## config.mk

```make
export PLATFORM = sky130hd
export DESIGN_NAME = bag_gain_ctrl
export DESIGN_NICKNAME = d
export VERILOG_FILES = /design/src/shared/bag_pkg.sv /design/src/hw/bag_gain_ctrl.sv /design/src/hw/bag_step_timer.sv
export SDC_FILE = /design/constraint.sdc
export NUM_CORES = 2
export LEC_CHECK = 0
export ABC_AREA = 0
export BUFFER_PORTS_ARGS = -buffer_cell sky130_fd_sc_hd__buf_2
export CAP_MARGIN = 20
export CORE_MARGIN = 1
export CORE_UTILIZATION = 40
export CTS_BUF_LIST = sky130_fd_sc_hd__clkbuf_16
export DETAILED_ROUTE_END_ITERATION = 16
export PLACE_DENSITY = 0.58
export SLEW_MARGIN = 20
export SYNTH_ARGS = -nofsm -noshare
export SYNTH_HDL_FRONTEND = slang
export SYNTH_SLANG_ARGS = --single-unit
```

## constraint.sdc

```tcl
create_clock -name mclk_i -period 93.6 [get_ports mclk_i]
set_clock_uncertainty 0.15 [all_clocks]
set_input_delay 18.72 -clock mclk_i [delete_from_list [all_inputs] [get_ports mclk_i]]
set_output_delay 18.72 -clock mclk_i [all_outputs]
set_load 0.02 [all_outputs]
```

## src/shared/bag_pkg.sv

```systemverilog
// Shared constants and types for the battery tracking gain block
package bag_pkg;

  // Register byte offsets
  localparam logic [7:0] ADDR_INFL      = 8'h0b;
  localparam logic [7:0] ADDR_SLOPE     = 8'h0c;
  localparam logic [7:0] ADDR_ATTACK    = 8'h0e;
  localparam logic [7:0] ADDR_RELEASE   = 8'h0f;
  localparam logic [7:0] ADDR_GAIN_STAT = 8'h1a;

  // Field positions and widths
  localparam int unsigned ATK_LSB   = 0;
  localparam int unsigned ATK_W     = 3;
  localparam int unsigned REL_LSB   = 0;
  localparam int unsigned REL_W     = 4;
  localparam int unsigned GAIN_W    = 5;
  localparam int unsigned LEVEL_W   = 16;
  localparam int unsigned SAMPLE_W  = 16;

  // Reset values
  localparam logic [7:0]        RST_INFL    = 8'h00;
  localparam logic [7:0]        RST_SLOPE   = 8'h00;
  localparam logic [ATK_W-1:0]  RST_ATTACK  = 3'h0;
  localparam logic [REL_W-1:0]  RST_RELEASE = 4'h0;

  // Gain code 0 stands for -7 dB
  localparam logic [5:0] GAIN_OFFSET_DB = 6'h07;

  // Inflection point in 10 uV units: 3.0 V base, 17.33 mV step
  localparam logic [19:0] INFL_BASE_10UV = 20'h493e0;
  localparam logic [19:0] INFL_STEP_10UV = 20'h006c5;
  // Slope in 1e-4 V/V units: 1.2 V/V base, 37.3 mV/V step
  localparam logic [16:0] SLOPE_BASE     = 17'h02ee0;
  localparam logic [16:0] SLOPE_STEP     = 17'h00175;
  // Battery mV to 10 uV units, and product scale back to mV
  localparam logic [6:0]  MV_TO_10UV     = 7'h64;
  localparam logic [39:0] PROD_TO_MV     = 40'h00000f4240;

  // Step times: attack in us per dB, release in ms per dB
  localparam int unsigned ATK_BASE_US = 32'h00000014;
  localparam int unsigned ATK_STEP_US = 32'h0000015e;
  localparam int unsigned REL_BASE_MS = 32'h00000032;
  localparam int unsigned REL_STEP_MS = 32'h00000069;
  localparam int unsigned CLK_HZ      = 32'h01312d00;
  localparam int unsigned CYC_PER_US  = CLK_HZ / 32'h000f4240;
  localparam int unsigned CYC_PER_MS  = CLK_HZ / 32'h000003e8;
  localparam int unsigned ATK_BASE_CYC = ATK_BASE_US * CYC_PER_US;
  localparam int unsigned ATK_STEP_CYC = ATK_STEP_US * CYC_PER_US;
  localparam int unsigned REL_BASE_CYC = REL_BASE_MS * CYC_PER_MS;
  localparam int unsigned REL_STEP_CYC = REL_STEP_MS * CYC_PER_MS;
  localparam int unsigned TIMER_W      = 26;

  // Typical switching edge time in ns, indexed by edge code
  localparam logic [7:0][5:0] EDGE_NS_TABLE = {
    6'h0b, 6'h0c, 6'h0d, 6'h0e, 6'h19, 6'h1e, 6'h28, 6'h32
  };

  // Gain control states
  typedef enum logic [1:0] {
    BAG_INIT,
    BAG_HOLD,
    BAG_ATTACK,
    BAG_RELEASE
  } bag_agc_st_t;

endpackage

```

## src/hw/bag_gain_ctrl.sv

```systemverilog
// Gain control with battery tracking limiter, source mux and edge decode
//
// Contract
// (RULE_01) The 5-bit gain code maps linearly in 1 dB steps from -7 dB at 0 to +24 dB at 31.
// (RULE_02) Exactly one source, analog or digital, reaches the amplifier, never a mix.
// (RULE_03) Gain is lowered only when the output level exceeds the limit, never for battery alone; the code also lowers it at once to a reduced fixed_gain_i.
// (RULE_04) Above the inflection point the peak limit follows the boost voltage.
// (RULE_05) The inflection point is an 8-bit field at offset 0x0B, 3.0 V plus 17.33 mV per code.
// (RULE_06) Below the inflection point the limit falls by a slope from offset 0x0C, 1.2 V/V + 37.3 mV/V per code.
// (RULE_07) While the signal exceeds the limit, gain keeps stepping down at the attack rate.
// (RULE_08) While below the limit and under the fixed gain, gain steps up at the release rate.
// (RULE_09) Attack step time is a 3-bit code at 0x0E, 20 us per dB plus 350 per code.
// (RULE_10) Release step time is a 4-bit code at 0x0F, 50 ms per dB plus 105 per code.
// (RULE_11) A 3-bit edge code selects switching edges from about 50 ns down to about 11 ns.
// (RULE_12) Gain moves 1 dB each time the selected step interval, counted on the clock, elapses.
// (RULE_13) Gain never exceeds the fixed gain and starts from it after reset.
`timescale 1ns/1ps
module bag_gain_ctrl #(
  parameter int unsigned ATK_BASE_CYC = bag_pkg::ATK_BASE_CYC,
  parameter int unsigned ATK_STEP_CYC = bag_pkg::ATK_STEP_CYC,
  parameter int unsigned REL_BASE_CYC = bag_pkg::REL_BASE_CYC,
  parameter int unsigned REL_STEP_CYC = bag_pkg::REL_STEP_CYC
) (
  // Clock and reset
  input  wire logic        mclk_i,
  input  wire logic        rst_i,
  // Register port
  input  wire logic [7:0]  reg_addr_i,
  input  wire logic [7:0]  reg_wdata_i,
  input  wire logic        reg_wr_i,
  input  wire logic        reg_rd_i,
  output logic      [7:0]  reg_rdata_o,
  // Static configuration
  input  wire logic [4:0]  fixed_gain_i,
  input  wire logic        src_digital_i,
  input  wire logic [2:0]  edge_slew_control_i,
  // Audio sources
  input  wire logic [15:0] analog_sample_i,
  input  wire logic [15:0] digital_sample_i,
  // Supply and level monitors, in mV
  input  wire logic [15:0] vbat_mv_i,
  input  wire logic [15:0] vboost_mv_i,
  input  wire logic [15:0] out_peak_mv_i,
  // Amplifier side
  output logic      [15:0] spk_sample_o,
  output logic      [4:0]  gain_code_o,
  output logic signed [5:0] gain_db_o,
  output logic      [15:0] peak_output_limit_o,
  output logic      [5:0]  edge_time_ns_o,
  output logic             agc_active_o
);

  localparam int unsigned TW = bag_pkg::TIMER_W;

  typedef struct packed {
    bag_pkg::bag_agc_st_t             st;
    logic [bag_pkg::GAIN_W-1:0]       cur_gain;
    logic [bag_pkg::LEVEL_W-1:0]      limit_mv;
    logic [7:0]                       infl;
    logic [7:0]                       slope;
    logic [bag_pkg::ATK_W-1:0]        attack_step_select;
    logic [bag_pkg::REL_W-1:0]        release_step_select;
    logic [7:0]                       rdata;
    logic [bag_pkg::SAMPLE_W-1:0]     spk;
    logic [5:0]                       edge_ns;
  } bag_state_t;

  bag_state_t q;
  bag_state_t d;

  logic [19:0] infl_10uv;
  logic [22:0] vbat_10uv;
  logic [16:0] slope_val;
  logic [19:0] below_10uv;
  logic [39:0] drop_prod;
  logic [39:0] drop_mv;
  logic [15:0] limit_calc;
  logic        above_infl;
  logic        over_limit;
  logic [TW-1:0] atk_cyc;
  logic [TW-1:0] rel_cyc;
  logic [TW-1:0] interval;
  logic        restart;
  logic        tick;

  // Limit curve: flat at boost above the knee, sloped below it
  always_comb begin
    infl_10uv  = bag_pkg::INFL_BASE_10UV
               + 20'(q.infl * bag_pkg::INFL_STEP_10UV);            // see RULE_05
    vbat_10uv  = 23'(vbat_mv_i) * 23'(bag_pkg::MV_TO_10UV);        // Widen before the product
    slope_val  = bag_pkg::SLOPE_BASE
               + 17'(q.slope * bag_pkg::SLOPE_STEP);               // see RULE_06
    above_infl = vbat_10uv > 23'(infl_10uv);
    below_10uv = above_infl ? 20'h00000 : 20'(23'(infl_10uv) - vbat_10uv);
    drop_prod  = 40'(below_10uv) * 40'(slope_val);
    drop_mv    = drop_prod / bag_pkg::PROD_TO_MV;
    if (above_infl) begin
      limit_calc = vboost_mv_i;                                    // see RULE_04
    end else if (drop_mv >= 40'(vboost_mv_i)) begin
      limit_calc = 16'h0000;
    end else begin
      limit_calc = 16'(40'(vboost_mv_i) - drop_mv);                // see RULE_06
    end
  end

  // Only the output level decides an attack; battery only moves the limit
  assign over_limit = out_peak_mv_i > q.limit_mv;                  // see RULE_03

  // Step intervals in clock cycles from the two codes
  assign atk_cyc = TW'(ATK_BASE_CYC + ATK_STEP_CYC * 32'(q.attack_step_select));  // see RULE_09
  assign rel_cyc = TW'(REL_BASE_CYC + REL_STEP_CYC * 32'(q.release_step_select)); // see RULE_10
  assign interval = (q.st == bag_pkg::BAG_ATTACK) ? atk_cyc : rel_cyc;

  // Timer restarts on any change of direction and idles while holding
  // Built from registered state and inputs, not from the tick, so the tick never loops back into it
  assign restart = (q.st == bag_pkg::BAG_ATTACK)  ? !over_limit
                 : (q.st == bag_pkg::BAG_RELEASE) ? (over_limit || q.cur_gain >= fixed_gain_i)
                 : 1'b1;

  bag_step_timer #(
    .CW (TW)
  ) u_timer (
    .mclk_i     (mclk_i),
    .rst_i      (rst_i),
    .restart_i  (restart),
    .interval_i (interval),
    .tick_o     (tick)
  );

  // Next state: registers, gain stepping, mux and edge decode
  always_comb begin
    d = q;
    d.limit_mv = limit_calc;
    d.spk      = src_digital_i ? digital_sample_i : analog_sample_i; // see RULE_02
    d.edge_ns  = bag_pkg::EDGE_NS_TABLE[edge_slew_control_i];        // see RULE_11

    // Register writes
    if (reg_wr_i) begin
      unique case (reg_addr_i)
        bag_pkg::ADDR_INFL:    d.infl  = reg_wdata_i;                  // see RULE_05
        bag_pkg::ADDR_SLOPE:   d.slope = reg_wdata_i;                  // see RULE_06
        bag_pkg::ADDR_ATTACK:
          d.attack_step_select = reg_wdata_i[bag_pkg::ATK_LSB +: bag_pkg::ATK_W];
        bag_pkg::ADDR_RELEASE:
          d.release_step_select = reg_wdata_i[bag_pkg::REL_LSB +: bag_pkg::REL_W];
        default: ;
      endcase
    end

    // Register reads; unmapped offsets read zero
    if (reg_rd_i) begin
      unique case (reg_addr_i)
        bag_pkg::ADDR_INFL:      d.rdata = q.infl;
        bag_pkg::ADDR_SLOPE:     d.rdata = q.slope;
        bag_pkg::ADDR_ATTACK:    d.rdata = {5'h00, q.attack_step_select};
        bag_pkg::ADDR_RELEASE:   d.rdata = {4'h0, q.release_step_select};
        bag_pkg::ADDR_GAIN_STAT: d.rdata = {3'h0, q.cur_gain};
        default:                 d.rdata = 8'h00;
      endcase
    end

    // Gain state machine
    unique case (q.st)
      bag_pkg::BAG_INIT: begin
        d.cur_gain = fixed_gain_i;                                      // see RULE_13
        d.st       = bag_pkg::BAG_HOLD;
      end
      bag_pkg::BAG_HOLD, bag_pkg::BAG_ATTACK, bag_pkg::BAG_RELEASE: begin
        if (q.st == bag_pkg::BAG_ATTACK && over_limit && tick
            && q.cur_gain != 5'h00) begin
          d.cur_gain = q.cur_gain - 5'h01;                              // see RULE_07
        end
        if (q.st == bag_pkg::BAG_RELEASE && !over_limit && tick
            && q.cur_gain < fixed_gain_i) begin
          d.cur_gain = q.cur_gain + 5'h01;                              // see RULE_08
        end
        if (over_limit) begin
          d.st = bag_pkg::BAG_ATTACK;                                   // see RULE_03
        end else if (q.cur_gain < fixed_gain_i) begin
          d.st = bag_pkg::BAG_RELEASE;
        end else begin
          d.st = bag_pkg::BAG_HOLD;
        end
        // Lowering the fixed gain pulls the working gain down at once
        if (d.cur_gain > fixed_gain_i) begin
          d.cur_gain = fixed_gain_i;                                    // see RULE_13
        end
      end
    endcase
  end

  // State register
  always_ff @(posedge mclk_i or posedge rst_i) begin
    if (rst_i) begin
      q.st                  <= bag_pkg::BAG_INIT;
      q.cur_gain            <= 5'h00;
      q.limit_mv            <= 16'h0000;
      q.infl                <= bag_pkg::RST_INFL;
      q.slope               <= bag_pkg::RST_SLOPE;
      q.attack_step_select  <= bag_pkg::RST_ATTACK;
      q.release_step_select <= bag_pkg::RST_RELEASE;
      q.rdata               <= 8'h00;
      q.spk                 <= 16'h0000;
      q.edge_ns             <= 6'h00;
    end else begin
      q <= d;
    end
  end

  // Outputs, all from flip-flops except the dB view of the code and the active flag decoded from the state
  assign reg_rdata_o         = q.rdata;
  assign spk_sample_o        = q.spk;
  assign gain_code_o         = q.cur_gain;
  assign gain_db_o           = $signed({1'b0, q.cur_gain})
                             - $signed(bag_pkg::GAIN_OFFSET_DB);        // see RULE_01
  assign peak_output_limit_o = q.limit_mv;
  assign edge_time_ns_o      = q.edge_ns;
  assign agc_active_o        = (q.st == bag_pkg::BAG_ATTACK)
                            || (q.st == bag_pkg::BAG_RELEASE);

  // Checks on the documented behaviour
  a_gain_db_map: assert property (@(posedge mclk_i) disable iff (rst_i) // RULE_01
    gain_code_o == 5'h1f |-> gain_db_o == 6'sd24)
    else $error("top gain code not at +24 dB");

  a_src_single: assert property (@(posedge mclk_i) disable iff (rst_i) // RULE_02
    src_digital_i ##1 1'b1 |-> spk_sample_o == $past(digital_sample_i))
    else $error("digital source not routed");

  a_no_drop_low: assert property (@(posedge mclk_i) disable iff (rst_i) // RULE_03
    (q.st != bag_pkg::BAG_INIT && !over_limit && fixed_gain_i == $past(fixed_gain_i))
      |=> gain_code_o >= $past(gain_code_o))
    else $error("gain lowered without overload");

  a_limit_boost: assert property (@(posedge mclk_i) disable iff (rst_i) // RULE_04
    above_infl |=> peak_output_limit_o == $past(vboost_mv_i))
    else $error("limit not at boost above knee");

  a_infl_store: assert property (@(posedge mclk_i) disable iff (rst_i) // RULE_05
    (reg_wr_i && reg_addr_i == bag_pkg::ADDR_INFL)
      ##1 (reg_rd_i && !reg_wr_i && reg_addr_i == bag_pkg::ADDR_INFL)
      |=> reg_rdata_o == $past(reg_wdata_i, 2))
    else $error("inflection field not held");

  a_slope_below: assert property (@(posedge mclk_i) disable iff (rst_i) // RULE_06
    !above_infl |=> peak_output_limit_o <= $past(vboost_mv_i))
    else $error("sloped limit above boost");

  a_attack_step: assert property (@(posedge mclk_i) disable iff (rst_i) // RULE_07
    (q.st == bag_pkg::BAG_ATTACK && over_limit && tick && gain_code_o != 5'h00)
      |=> gain_code_o == $past(gain_code_o) - 5'h01)
    else $error("attack did not step down one dB");

  a_release_step: assert property (@(posedge mclk_i) disable iff (rst_i) // RULE_08
    (q.st == bag_pkg::BAG_RELEASE && !over_limit && tick && gain_code_o < fixed_gain_i)
      |=> gain_code_o == $past(gain_code_o) + 5'h01)
    else $error("release did not step up one dB");

  a_atk_fast: assert property (@(posedge mclk_i) disable iff (rst_i) // RULE_09
    q.attack_step_select == 3'h0 |-> atk_cyc == TW'(ATK_BASE_CYC))
    else $error("fastest attack interval wrong");

  a_edge_slow: assert property (@(posedge mclk_i) disable iff (rst_i) // RULE_11
    edge_slew_control_i == 3'h0 |=> edge_time_ns_o == 6'h32)
    else $error("edge code zero not slowest");

  a_gain_cap: assert property (@(posedge mclk_i) disable iff (rst_i) // RULE_13
    q.st != bag_pkg::BAG_INIT |=> gain_code_o <= $past(fixed_gain_i))
    else $error("gain above fixed setting");

endmodule // bag_gain_ctrl

```

## src/hw/bag_step_timer.sv

```systemverilog
// Step interval timer: one tick each time the interval elapses
`timescale 1ns/1ps
module bag_step_timer #(
  parameter int unsigned CW = 26
) (
  // Clock and reset
  input  wire logic          mclk_i,
  input  wire logic          rst_i,
  // Control
  input  wire logic          restart_i,
  input  wire logic [CW-1:0] interval_i,
  // Event
  output logic               tick_o
);

  typedef struct packed {
    logic [CW-1:0] cnt;
  } bag_timer_t;

  bag_timer_t q;
  bag_timer_t d;

  // Tick on the last cycle of the interval, then start over
  always_comb begin
    d = q;
    tick_o = 1'b0;
    if (restart_i) begin
      d.cnt = '0;
    end else if (q.cnt >= interval_i - CW'(1)) begin
      tick_o = 1'b1;  // see RULE_12
      d.cnt = '0;
    end else begin
      d.cnt = q.cnt + CW'(1);
    end
  end

  // State register
  always_ff @(posedge mclk_i or posedge rst_i) begin
    if (rst_i) begin
      q <= '0;
    end else begin
      q <= d;
    end
  end

  a_tick_restart: assert property (@(posedge mclk_i) disable iff (rst_i)
    tick_o |=> q.cnt == '0) else $error("timer did not restart after tick"); // RULE_12

endmodule // bag_step_timer

```

==> results.tsv <==
stage	metric	value	unit
synth	synth-async-reset-ratio	100	%
min_path	min_path_type	reg -> reg	
sta	fmaxAchievable	18.3	MHz
critical_path	arrival	54.81	ns
route	drtIter0Drc	2014	
sta	slew_viol_final	0	
route	drc	0	
clocking	cts_buffers	9	
floorplan	design.core.area	85500	sq um
outcome	status	complete, no violations	
sta	slew_headroom	20.9	%
sta	post-route-period-util	58.4	%
floorplan	fp.dieW	297	um
sta	min_period	54.66	ns
floorplan	io-pin-count	167	
sta	finalSetupTns	0	ns
clocking	cts_root_buf	clkbuf_16	
route	drt_wl_total	97400	um
floorplan	start_util	40.6	%
finish	layout_commonest_cell	inv_1	
grt	grt_remaining_overflow	0	
route	post_drt_wl_per_cell	17.6	um
synth	synth_cell_type_count	139	
finish	area_growth	5.46	%
route	viasPerCell	5.51	
clocking	clock_sinks	102	
critical_path	path_class	in -> reg	
sta	finalSetupViolations	0	
clocking	cts_max_level	3	
critical_path	crit_top_cell	a21oi_1	
sta	worst_pin_slew	1.18	ns
clocking	clk_latency	0.40	ns
clocking	cts_buffer_depth	2	
finish	mostFrequentLayoutCells	571 x inv_1, 422 x nand2_1, 394 x ha_1	
floorplan	die_area	88000	sq um
sta	hold_viol_final	0	
clocking	holdBufCountCts	0	
floorplan	rows	107	
route	first_pass_iters	5	
grt	antenna_found_initial	2	
sta	rsz0062_at_grt	false	
place	port_buffers	166	
critical_path	worst-path-max-fanout	30	
clocking	cts_resized	0	
synth	synthesis.nets	5191	
grt	grt_pass1_vias	30344	
synth	netlist_area	34700	sq um
synth	synth-edff-count	0	
finish	final_nets	5211	
place	hpwl	81800	um
clocking	path_clk_slew	0.08	ns
synth	synth_cells	4358	
min_path	hp-start	u_timer.q[0]	
critical_path	cp.required	93.75	ns
route	via_count	30468	
finish	final_layout_size_suffix_gt1_share	9.61	%
flow_run	max-cap-violations	0	
finish	fillCellCount	8747	
grt	grt_first_pass_wirelength	162000	um
critical_path	timing.rr.start	q[45]	
grt	grt_max_degree	70	
synth	seq_area_frac_synth	7.35	%
floorplan	die_h	297	um
critical_path	cp-end-kind	flop	
synth	synth_ff_type	dfrtp_1	
synth	ys_seq_elements	102	
critical_path	crit_path_top_delay_cell	nor2_1	
grt	grt_usage	22.7	%
route	antenna_left	0	
synth	ys_warn_count	0	
critical_path	crit_path_max_incr_delay	0.85	ns
synth	syn_avg_cell_area	7.97	sq um
place	place.gp.congestion	0.951	
critical_path	worst_setup_path_start_kind	primary input	
clocking	post-cts-setup-buffers	0	
clocking	cts_tree	yes	
critical_path	crit_path_start	vbat_mv_i[2]	
flip-flops by register name (all words and copies together) (netlist names):
name,flops
edge_time_ns_o,6
gain_code_o,5
peak_output_limit_o,16
q,25
reg_rdata_o,8
spk_sample_o,16
u_timer.q,26
worst max-delay path: cells and delay by family:
kind / cells / cell delay [ns]
AO/OA/AOI/OAI: 63 / 17.09
AND/OR/NAND/NOR: 31 / 7.63
adder cells (fa/ha/maj): 16 / 6.57
buffers and inverters: 10 / 1.78
multiplexers: 4 / 1.60
XOR/XNOR: 4 / 1.32
metrics by stage:
step	instances	setup WS, ns	utilization, %	instance area (sq um)	hold slack (ns)
after floorplan	4358	44.83	-	34700	0.283
after global placement	5509	38.83	42.3	36200	0.301
after global routing	5528	36.32	42.8	36600	0.349
after detailed placement	5510	38.05	42.4	36200	0.319
final	5528	38.94	42.8	36600	0.322
after CTS	5526	38.40	42.7	36600	0.330
metal layers:
metal | routed length (um) | GRT usage [%] | part of all wire (%)
met1 | 45300 | 31.0 | 46
met2 | 45800 | 38.5 | 47
met3 | 4490 | 2.17 | 4.6
met4 | 1780 | 5.05 | 1.8
met5 | 19 | 0 | 0.020
layout make-up:
cell class / instances / area [sq um] / share of cell area [%]
multi-input cells: 3489 / 29100 / 79.5
flip-flops and latches: 102 / 2550 / 6.97
inverters: 587 / 2210 / 6.04
well taps: 1144 / 1430 / 3.91
repair buffers: 189 / 1000 / 2.74
clock buffers: 9 / 225 / 0.615
clock inverters: 7 / 96.3 / 0.263
diodes: 1 / 2.50 / 0.00683
synth_stat cells (15+ instances only):
cell type	number	share of area, %
a211oi_1	23	0.50
a21o_1	87	1.9
a21oi_1	232	3.3
a22oi_1	15	0.32
a311oi_1	15	0.38
a31oi_1	38	0.68
and2_1	50	0.90
and3_1	41	0.74
buf_2	26	0.37
buf_4	56	1.2
clkbuf_1	92	0.99
dfrtp_1	102	7.3
fa_1	330	19
ha_1	394	14
inv_1	572	6.2
mux2_2	50	1.6
mux2i_1	36	1.0
nand2_1	422	4.6
nand2b_1	42	0.76
nand3_1	81	1.2
nand4_1	43	0.77
nor2_1	390	4.2
nor2b_1	33	0.59
nor3_1	84	1.2
o2111ai_1	15	0.38
o211ai_1	51	1.1
o21a_1	23	0.50
o21ai_0	138	2.0
o21ai_1	47	0.68
o21bai_1	33	0.71
o22ai_1	22	0.40
o31ai_1	22	0.48
or3_1	31	0.56
or4_1	17	0.37
xnor2_1	202	5.1
xor2_1	122	3.1
kinds of logic after synthesis:
kind of cell	Yosys count	synth area share, %
simple gates	1341	18.4
compound gates	985	20.1
buf+inv	767	9.05
fa+ha+maj	742	33.8
xor+xnor	329	8.41
flops	102	7.35
mux	92	2.92
path summary, 6_finish.rpt:
path,end,slack [ns],cells after the start
worst max-delay path,peak_output_limit_o[3],38.94,128
worst min-delay path,u_timer.q[0],0.32,1
worst max register to register,peak_output_limit_o[3],55.57,130
worst min register to register,u_timer.q[0],0.32,1
max in group asynchronous,q[49],73.82,3
min in group asynchronous,edge_time_ns_o[2],18.20,2
Power is not shown: default switching activity piles up to over one toggle a cycle in this logic, so the estimate is an artifact.
